### config.mk
export PLATFORM = sky130hd
export DESIGN_NAME = plm_regbank
export DESIGN_NICKNAME = d
export VERILOG_FILES = /design/src/logic/plm_pkg.sv /design/src/logic/plm_regbank.sv
export SDC_FILE = /design/constraint.sdc
export NUM_CORES = 1
export LEC_CHECK = 0
export BUFFER_PORTS_ARGS = -buffer_cell sky130_fd_sc_hd__buf_2
export CAP_MARGIN = 20
export CORE_ASPECT_RATIO = 0.5
export CORE_MARGIN = 1
export CORE_UTILIZATION = 45
export DETAILED_ROUTE_END_ITERATION = 6
export PLACE_DENSITY_LB_ADDON = 0.25
export SLEW_MARGIN = 20
export SYNTH_ARGS = -nofsm -noshare
export SYNTH_HDL_FRONTEND = slang
export SYNTH_SLANG_ARGS = --single-unit
### constraint.sdc
create_clock -name core_clk -period 4.6 [get_ports core_clk]
set_clock_uncertainty 0.05 [all_clocks]
set_input_delay 0.92 -clock core_clk [delete_from_list [all_inputs] [get_ports core_clk]]
set_output_delay 0.92 -clock core_clk [all_outputs]
set_load 0.01 [all_outputs]
### src/logic/plm_pkg.sv
// Package for the loop mode register bank: address map, codes, reset values.
// Assumes register numbers arrive as plain 16-bit binary values.
package plm_pkg;
  localparam int unsigned NUM_LOOPS = 8;
  localparam logic [15:0] ADDR_BASE = 16'h3A98;
  localparam logic [15:0] LOOP_STRIDE = 16'h0064;
  localparam logic [15:0] OFF_AM_SEL = 16'h0000;
  localparam logic [15:0] OFF_SP_SEL = 16'h0001;
  localparam logic [15:0] OFF_TUNE_SEL = 16'h0002;
  localparam logic [15:0] OFF_DUAL_AM_SEL = 16'h0003;
  localparam logic [15:0] OFF_DUAL_SP_SEL = 16'h0004;
  localparam logic [15:0] OFF_PRESS_TUNE_SEL = 16'h0005;
  localparam logic [15:0] OFF_FLOW_TUNE_SEL = 16'h0006;
  localparam logic [15:0] OFF_DIR_SEL = 16'h0007;
  localparam logic [15:0] OFF_ACTIVITY = 16'h0008;
  localparam logic [15:0] OFF_CFG_TYPE = 16'h0009;
  localparam logic [15:0] OFF_TASK_TYPE = 16'h000A;
  localparam logic [15:0] OFF_AM_STATE = 16'h000B;
  localparam logic [15:0] OFF_SP_STATE = 16'h000C;
  localparam logic [15:0] OFF_TUNE_STATE = 16'h000D;
  localparam logic [15:0] OFF_ERR_STATUS = 16'h000E;
  localparam logic [15:0] OFF_MAN_HI = 16'h0018;
  localparam logic [15:0] OFF_MAN_LO = 16'h0019;
  localparam logic [1:0] CODE_ONE = 2'h1;
  localparam logic [1:0] CODE_TWO = 2'h2;
  localparam logic [1:0] CODE_RESET = 2'h1;
  localparam int unsigned ERR_NONE_BIT = 0;
  localparam int unsigned ERR_PV_BIT = 1;
  localparam int unsigned ERR_SP_BIT = 2;
  typedef logic [7:0][1:0] plm_code_t;
  typedef struct packed {
    plm_code_t am;
    plm_code_t sp;
    plm_code_t tune;
    plm_code_t dam;
    plm_code_t dsp;
    plm_code_t ptune;
    plm_code_t ftune;
    plm_code_t dir;
    logic [7:0][15:0] man_hi;
    logic [7:0][31:0] man_val;
    logic [15:0] rdata;
    logic ack;
    logic err;
    logic mo_valid;
    logic [31:0] mo_data;
    logic [2:0] mo_loop;
  } plm_state_s;
endpackage : plm_pkg

### src/logic/plm_regbank.sv
// Loop mode register bank for eight control loops, one access port.
// Assumes one-cycle read/write strobes synchronous to core_clk.
`timescale 1ns/100ps
module plm_regbank (
  input wire logic core_clk,
  input wire logic rst_n,
  input wire logic [15:0] reg_addr,
  input wire logic reg_wr,
  input wire logic reg_rd,
  input wire logic [15:0] reg_wdata,
  output logic [15:0] reg_rdata,
  output logic reg_ack,
  output logic reg_err,
  input wire logic [7:0] loop_active,
  input wire logic [15:0] loop_type_code,
  input wire logic [7:0] task_outlet_max,
  input wire logic [7:0] pv_invalid,
  input wire logic [7:0] sp_invalid,
  output logic [7:0] single_manual,
  output logic [7:0] single_remote_setpoint,
  output logic [7:0] single_second_tuning_set,
  output logic [7:0] dual_manual,
  output logic [7:0] dual_remote_setpoint,
  output logic [7:0] pressure_loop_second_tuning_set,
  output logic [7:0] flow_loop_second_tuning_set,
  output logic [7:0] flow_negative,
  output logic manual_out_valid,
  output logic [31:0] manual_out_data,
  output logic [2:0] manual_out_loop
);

  plm_pkg::plm_state_s s_r;
  plm_pkg::plm_state_s s_nxt;

  logic hit;
  logic [2:0] idx;
  logic [15:0] off;
  logic [15:0] rel;
  logic access;
  logic code_ok;
  logic [1:0] type_sel;
  logic [2:0] err_sel;
  logic [31:0] man_new;
  logic [1:0] act_code;
  logic [1:0] task_code;
  logic wr_one;
  logic wr_two;
  logic rd_hit;

  assign access = reg_wr | reg_rd;
  assign code_ok = (reg_wdata == {14'h0000, plm_pkg::CODE_ONE}) ||
                   (reg_wdata == {14'h0000, plm_pkg::CODE_TWO});
  // Qualifiers shared by the checks below
  assign wr_one = reg_wr && hit && (reg_wdata == {14'h0000, plm_pkg::CODE_ONE});
  assign wr_two = reg_wr && hit && (reg_wdata == {14'h0000, plm_pkg::CODE_TWO});
  assign rd_hit = reg_rd && !reg_wr && hit;

  // Both conventions share this decode, so no convention input is needed
  always_comb begin
    rel = reg_addr - plm_pkg::ADDR_BASE;
    hit = 1'b0;
    idx = 3'h0;
    off = 16'h0000;
    if (reg_addr >= plm_pkg::ADDR_BASE) begin
      for (int k = 1; k <= plm_pkg::NUM_LOOPS; k++) begin
        if (rel >= 16'(k * 100) && rel < 16'(k * 100 + 100)) begin
          hit = 1'b1;
          idx = 3'(k - 1);
          off = rel - 16'(k * 100);
        end
      end
    end
  end

  always_comb begin
    type_sel = loop_type_code[idx*2 +: 2];
    // No-error flag is derived, never stored, so it cannot disagree
    err_sel = {sp_invalid[idx], pv_invalid[idx], ~(sp_invalid[idx] | pv_invalid[idx])};
    man_new = {s_r.man_hi[idx], reg_wdata};
    act_code = loop_active[idx] ? plm_pkg::CODE_ONE : plm_pkg::CODE_TWO;
    task_code = task_outlet_max[idx] ? plm_pkg::CODE_ONE : plm_pkg::CODE_TWO;
  end

  always_comb begin
    s_nxt = s_r;
    s_nxt.ack = 1'b0;
    s_nxt.err = 1'b0;
    s_nxt.mo_valid = 1'b0;
    if (access) begin
      s_nxt.ack = 1'b1;
      s_nxt.err = ~hit;
    end
    if (reg_wr && hit) begin
      case (off)
        plm_pkg::OFF_AM_SEL: if (code_ok) s_nxt.am[idx] = reg_wdata[1:0];
        plm_pkg::OFF_SP_SEL: if (code_ok) s_nxt.sp[idx] = reg_wdata[1:0];
        plm_pkg::OFF_TUNE_SEL: if (code_ok) s_nxt.tune[idx] = reg_wdata[1:0];
        plm_pkg::OFF_DUAL_AM_SEL: if (code_ok) s_nxt.dam[idx] = reg_wdata[1:0];
        plm_pkg::OFF_DUAL_SP_SEL: if (code_ok) s_nxt.dsp[idx] = reg_wdata[1:0];
        plm_pkg::OFF_PRESS_TUNE_SEL: if (code_ok) s_nxt.ptune[idx] = reg_wdata[1:0];
        plm_pkg::OFF_FLOW_TUNE_SEL: if (code_ok) s_nxt.ftune[idx] = reg_wdata[1:0];
        plm_pkg::OFF_DIR_SEL: if (code_ok) s_nxt.dir[idx] = reg_wdata[1:0];
        plm_pkg::OFF_MAN_HI: s_nxt.man_hi[idx] = reg_wdata;
        plm_pkg::OFF_MAN_LO: begin
          s_nxt.man_val[idx] = man_new;
          // Rewriting the same value must not retrigger the output path
          if (man_new != s_r.man_val[idx]) begin
            s_nxt.mo_valid = 1'b1;
            s_nxt.mo_data = man_new;
            s_nxt.mo_loop = idx;
          end
        end
        default: begin
          s_nxt.err = 1'b0;
        end
      endcase
    end else if (reg_rd && hit) begin
      case (off)
        plm_pkg::OFF_AM_SEL: s_nxt.rdata = {14'h0000, s_r.am[idx]};
        plm_pkg::OFF_SP_SEL: s_nxt.rdata = {14'h0000, s_r.sp[idx]};
        plm_pkg::OFF_TUNE_SEL: s_nxt.rdata = {14'h0000, s_r.tune[idx]};
        plm_pkg::OFF_DUAL_AM_SEL: s_nxt.rdata = {14'h0000, s_r.dam[idx]};
        plm_pkg::OFF_DUAL_SP_SEL: s_nxt.rdata = {14'h0000, s_r.dsp[idx]};
        plm_pkg::OFF_PRESS_TUNE_SEL: s_nxt.rdata = {14'h0000, s_r.ptune[idx]};
        plm_pkg::OFF_FLOW_TUNE_SEL: s_nxt.rdata = {14'h0000, s_r.ftune[idx]};
        plm_pkg::OFF_DIR_SEL: s_nxt.rdata = {14'h0000, s_r.dir[idx]};
        plm_pkg::OFF_ACTIVITY: s_nxt.rdata = {14'h0000, act_code};
        plm_pkg::OFF_CFG_TYPE: s_nxt.rdata = {14'h0000, type_sel};
        plm_pkg::OFF_TASK_TYPE: s_nxt.rdata = {14'h0000, task_code};
        plm_pkg::OFF_AM_STATE: s_nxt.rdata = {14'h0000, s_r.am[idx]};
        plm_pkg::OFF_SP_STATE: s_nxt.rdata = {14'h0000, s_r.sp[idx]};
        plm_pkg::OFF_TUNE_STATE: s_nxt.rdata = {14'h0000, s_r.tune[idx]};
        plm_pkg::OFF_ERR_STATUS: s_nxt.rdata = {13'h0000, err_sel};
        plm_pkg::OFF_MAN_HI: s_nxt.rdata = s_r.man_val[idx][31:16];
        plm_pkg::OFF_MAN_LO: s_nxt.rdata = s_r.man_val[idx][15:0];
        default: s_nxt.rdata = 16'h0000;
      endcase
    end else if (reg_rd) begin
      s_nxt.rdata = 16'h0000;
    end
  end

  always_ff @(posedge core_clk or negedge rst_n) begin
    if (!rst_n) begin
      s_r <= '0;
      s_r.am <= {8{plm_pkg::CODE_RESET}};
      s_r.sp <= {8{plm_pkg::CODE_RESET}};
      s_r.tune <= {8{plm_pkg::CODE_RESET}};
      s_r.dam <= {8{plm_pkg::CODE_RESET}};
      s_r.dsp <= {8{plm_pkg::CODE_RESET}};
      s_r.ptune <= {8{plm_pkg::CODE_RESET}};
      s_r.ftune <= {8{plm_pkg::CODE_RESET}};
      s_r.dir <= {8{plm_pkg::CODE_RESET}};
    end else begin
      s_r <= s_nxt;
    end
  end

  assign reg_rdata = s_r.rdata;
  assign reg_ack = s_r.ack;
  assign reg_err = s_r.err;
  assign manual_out_valid = s_r.mo_valid;
  assign manual_out_data = s_r.mo_data;
  assign manual_out_loop = s_r.mo_loop;

  for (genvar g = 0; g < plm_pkg::NUM_LOOPS; g++) begin : g_loop
    assign single_manual[g] = (s_r.am[g] == plm_pkg::CODE_TWO);
    assign single_remote_setpoint[g] = (s_r.sp[g] == plm_pkg::CODE_TWO);
    assign single_second_tuning_set[g] = (s_r.tune[g] == plm_pkg::CODE_TWO);
    assign dual_manual[g] = (s_r.dam[g] == plm_pkg::CODE_TWO);
    assign dual_remote_setpoint[g] = (s_r.dsp[g] == plm_pkg::CODE_TWO);
    assign pressure_loop_second_tuning_set[g] = (s_r.ptune[g] == plm_pkg::CODE_TWO);
    assign flow_loop_second_tuning_set[g] = (s_r.ftune[g] == plm_pkg::CODE_TWO);
    assign flow_negative[g] = (s_r.dir[g] == plm_pkg::CODE_TWO);
  end
endmodule : plm_regbank

==> impl_metrics.py <==
metrics = {
    "run_status": {
        "status": "finished, violations left",
        "violations": "setup timing",
    },
    "synthesis": {
        "synth.ff_latch_count": 566,
        "netlist_instances": 2997,
        "netlist-cell-type-count": 120,
        "synthesis.nets": 3100,
        "synthesis_warnings": 0,
        "syn-mean-instance-area_um2": 10.4,
        "seq_area_frac_synth_pct": 45.8,
        "postSynth.topFlopCell": "sky130_fd_sc_hd__dfrtp_1",
        "synth_async_sr_flop_share_pct": 100,
        "synth-edff-count": 0,
        "synthesis.area_um2": 31100,
    },
    "clock_tree": {
        "clkTransAtPathRegs_ps": 60,
        "cts_root_buffer": "sky130_fd_sc_hd__clkbuf_16",
        "ctsHtreeMaxLevel": 2,
        "cts_buffer_depth": 3,
        "postCtsHoldBufs": 0,
        "clock_insertion_delay_worst_skew_ps": 660,
        "cts_num_sinks": 566,
        "cts_tree": "yes",
        "cts_inserted_buffers": 52,
    },
    "setup_path": {
        "critical-path-top-delay-family": "buffers and inverters",
        "crit_top_cell": "sky130_fd_sc_hd__buf_4",
        "worstPathMaxFanout": 16,
        "setup.worst_path.class": "in2reg",
        "worstPathArrival_ps": 5560,
        "path_cells": "buf_12 > ha_4 > xnor2_4 > inv_4 > buf_4 > ha_1 > a21oi_4 > a2111oi_4 > a221o_1 > nand4_1 > buf_6 > buf_8 > buf_4 > o22a_1 > o221ai_1 > nor4_2 > xor2_1 > buf_4 > nor4_4 > a31oi_4 > buf_12 > clkbuf_16 > mux2_4",
        "worst_path_largest_cell_delay_ps": 410,
        "required_ps": 5030,
        "critical_path.n_buffers_inverters": 9,
        "kind_of_launch_point_of_the_worst_setup_path": "input pin",
        "worst_path_max_delay_cell": "sky130_fd_sc_hd__nor4_2",
        "worstSetupEndpointType": "register",
    },
    "timing": {
        "tns_setup_ps": -140400,
        "timing_worst_slew_pin_value_ps": 939,
        "timing.max_slew.rel_slack_pct": 37.4,
        "min_period_ps": 5120,
        "final_max_slew_viol_count": 0,
        "setup-violations-final": 564,
        "fmaxAchievable_mhz": 195,
        "rsz_0062_raised_after_global_routing": "true",
        "hold-worst-slack_ps": 207,
        "report.final.hold_viol_count": 0,
        "postLayoutSetupSlackWorst_ps": -524,
        "period_utilization_pct": 111,
    },
    "power": {
        "power.density_cell_area_nw_per_um2": 280,
        "p_leak_uw": 0.0197,
        "ir_worst_vdd_mv": 0.285,
    },
    "route": {
        "postRouteWirelength_um": 127000,
        "number_of_remaining_drc_errors": 0,
        "route.detailed.wl_per_inst_um": 27.3,
        "drt_first_iter_violations": 3330,
        "ant_nets": 0,
        "post_drt_via_cell_ratio": 6.25,
        "drt_pre_antenna_iters": 7,
        "route.vias.total": 29136,
    },
    "global_routing": {
        "antenna_found_initial": 4,
        "globalRoute.totalOverflow": 0,
        "grt_pass1_vias": 28398,
        "grt_pass1_wl_um": 186000,
        "grtUsageTotal_pct": 35.5,
        "pin_count_of_the_biggest_net_entering_global_routing": 93,
    },
    "placed_design": {
        "dp_hpwl_um": 91000,
        "port-buffer-count": 201,
        "placement.setup.worst_slack_ps": -1630,
        "gpl.final_weighted_congestion": 1.07,
    },
    "die": {
        "ios": 202,
        "die_area_um2": 70200,
        "die_height_um": 188,
        "rows": 67,
        "die-width_um": 374,
        "initial_util_pct": 45.9,
        "core_area_um2": 67700,
    },
    "hold_path": {
        "hold_path.class": "in2async",
    },
    "layout": {
        "area_delta_synth_final_pct": 33.9,
        "final_util_pct": 61.5,
        "mostFrequentLayoutCells": "sky130_fd_sc_hd__buf_4 (640), sky130_fd_sc_hd__dfrtp_1 (502), sky130_fd_sc_hd__mux2_2 (355)",
        "post_route_cells_drive_above_1_share_pct": 46.3,
        "final_nets": 3825,
        "commonest_non_fill_non_tap_cell_in_the_layout": "sky130_fd_sc_hd__buf_4",
    },
    "flow_run": {
        "drv_cap": 0,
    },
}
-- cell usage after synthesis, types with 18 or more instances --
cell type	instances	area (µm²)
sky130_fd_sc_hd__o211ai_1	62	465
sky130_fd_sc_hd__dfrtp_1	502	12600
sky130_fd_sc_hd__ha_1	19	238
sky130_fd_sc_hd__dfstp_2	64	1680
sky130_fd_sc_hd__buf_4	66	495
sky130_fd_sc_hd__a211oi_1	23	173
sky130_fd_sc_hd__nand2_1	313	1170
sky130_fd_sc_hd__nor2_1	153	574
sky130_fd_sc_hd__clkbuf_1	125	469
sky130_fd_sc_hd__o21ai_0	186	931
sky130_fd_sc_hd__a31oi_1	21	131
sky130_fd_sc_hd__mux2_4	18	270
sky130_fd_sc_hd__nand3_1	54	270
sky130_fd_sc_hd__buf_2	63	315
sky130_fd_sc_hd__a21oi_1	53	265
sky130_fd_sc_hd__mux2_1	32	360
sky130_fd_sc_hd__nor3_1	81	405
sky130_fd_sc_hd__and3_1	31	194
sky130_fd_sc_hd__o22ai_1	88	551
sky130_fd_sc_hd__nor4_1	26	163
sky130_fd_sc_hd__nand4_1	27	169
sky130_fd_sc_hd__or4_1	18	135
sky130_fd_sc_hd__inv_1	58	218
sky130_fd_sc_hd__nor2b_1	69	432
sky130_fd_sc_hd__mux2_2	361	4070
sky130_fd_sc_hd__buf_1	19	71.3
sky130_fd_sc_hd__o221ai_1	34	298
sky130_fd_sc_hd__xnor2_1	34	298
sky130_fd_sc_hd__o32a_1	19	190
-- routing by layer --
layer | vias up | global-route usage, % | share of wire [%]
met5 | - | 0 | 0.049
met4 | 4 | 14.1 | 4.2
met3 | 311 | 7.58 | 9.8
met2 | 1594 | 52.7 | 43
met1 | 14779 | 50.4 | 43
li1 | 12448 | - | -
-- registers in the layout (all words and copies together), names as in the netlist --
register          count
manual_out_data      32
manual_out_valid      1
reg_rdata            16
s_r                 512
manual_out_loop       3
reg_err               1
reg_ack               1
-- area by class of cell --
cell class / instances / area (µm²)
multi-input cells: 2092 / 16300
clock inverters: 23 / 368
flip-flops and latches: 566 / 14200
well taps: 897 / 1120
fillers: 5541 / 26000
diodes: 2 / 5.00
repair buffers: 949 / 7760
inverters: 61 / 239
clock buffers: 74 / 1570
-- path summary, 6_finish.rpt --
check / startpoint / endpoint / slack, ps / cells after the start
hold reg to reg: reg_rdata[11] / reg_rdata[11] / 430 / 2
min in group core_clk: reg_rdata[11] / reg_rdata[11] / 430 / 2
hold / removal: rst_n / s_r[422] / 210 / 1
setup / recovery: reg_addr[3] / manual_out_data[20] / -520 / 23
setup reg to reg: s_r[282] / manual_out_data[20] / 1480 / 11
max in group asynchronous: rst_n / s_r[532] / 3210 / 2
-- cell families after synthesis --
family | after synthesis | share of synthesized area (%)
AO/OA/AOI/OAI | 734 | 17.3
buffers and inverters | 340 | 5.30
AND/OR/NAND/NOR | 861 | 13.8
XOR/XNOR | 51 | 1.46
multiplexers | 426 | 15.6
adder cells (fa/ha/maj) | 19 | 0.765
flip-flops | 566 | 45.8
-- power breakdown --
group	internal (µW)	total [µW]	switching [µW]
Sequential	4980	4980	0.256
Clock	2790	4870	2080
Combinational	722	1780	1060
-- timing repair --
item / CTS / global route
cloned: 3 / 4
gates resized for setup: 117 / 64
pin swaps: 52 / 32
buffers inserted: 52 / 27
endpoints found under the setup margin: 564 / 564
-- metrics by stage --
step                      instance area (µm²)  total power [µW]  std cells
after CTS                               41000             11600       4631
final                                   41600             11600       4664
after global placement                  38000              6680       4479
after global routing                    41600             11900       4663
after floorplan                         31600              5730       2997
after detailed placement                38000              6680       4479
Note: power is estimated with default switching activity, not from simulation.
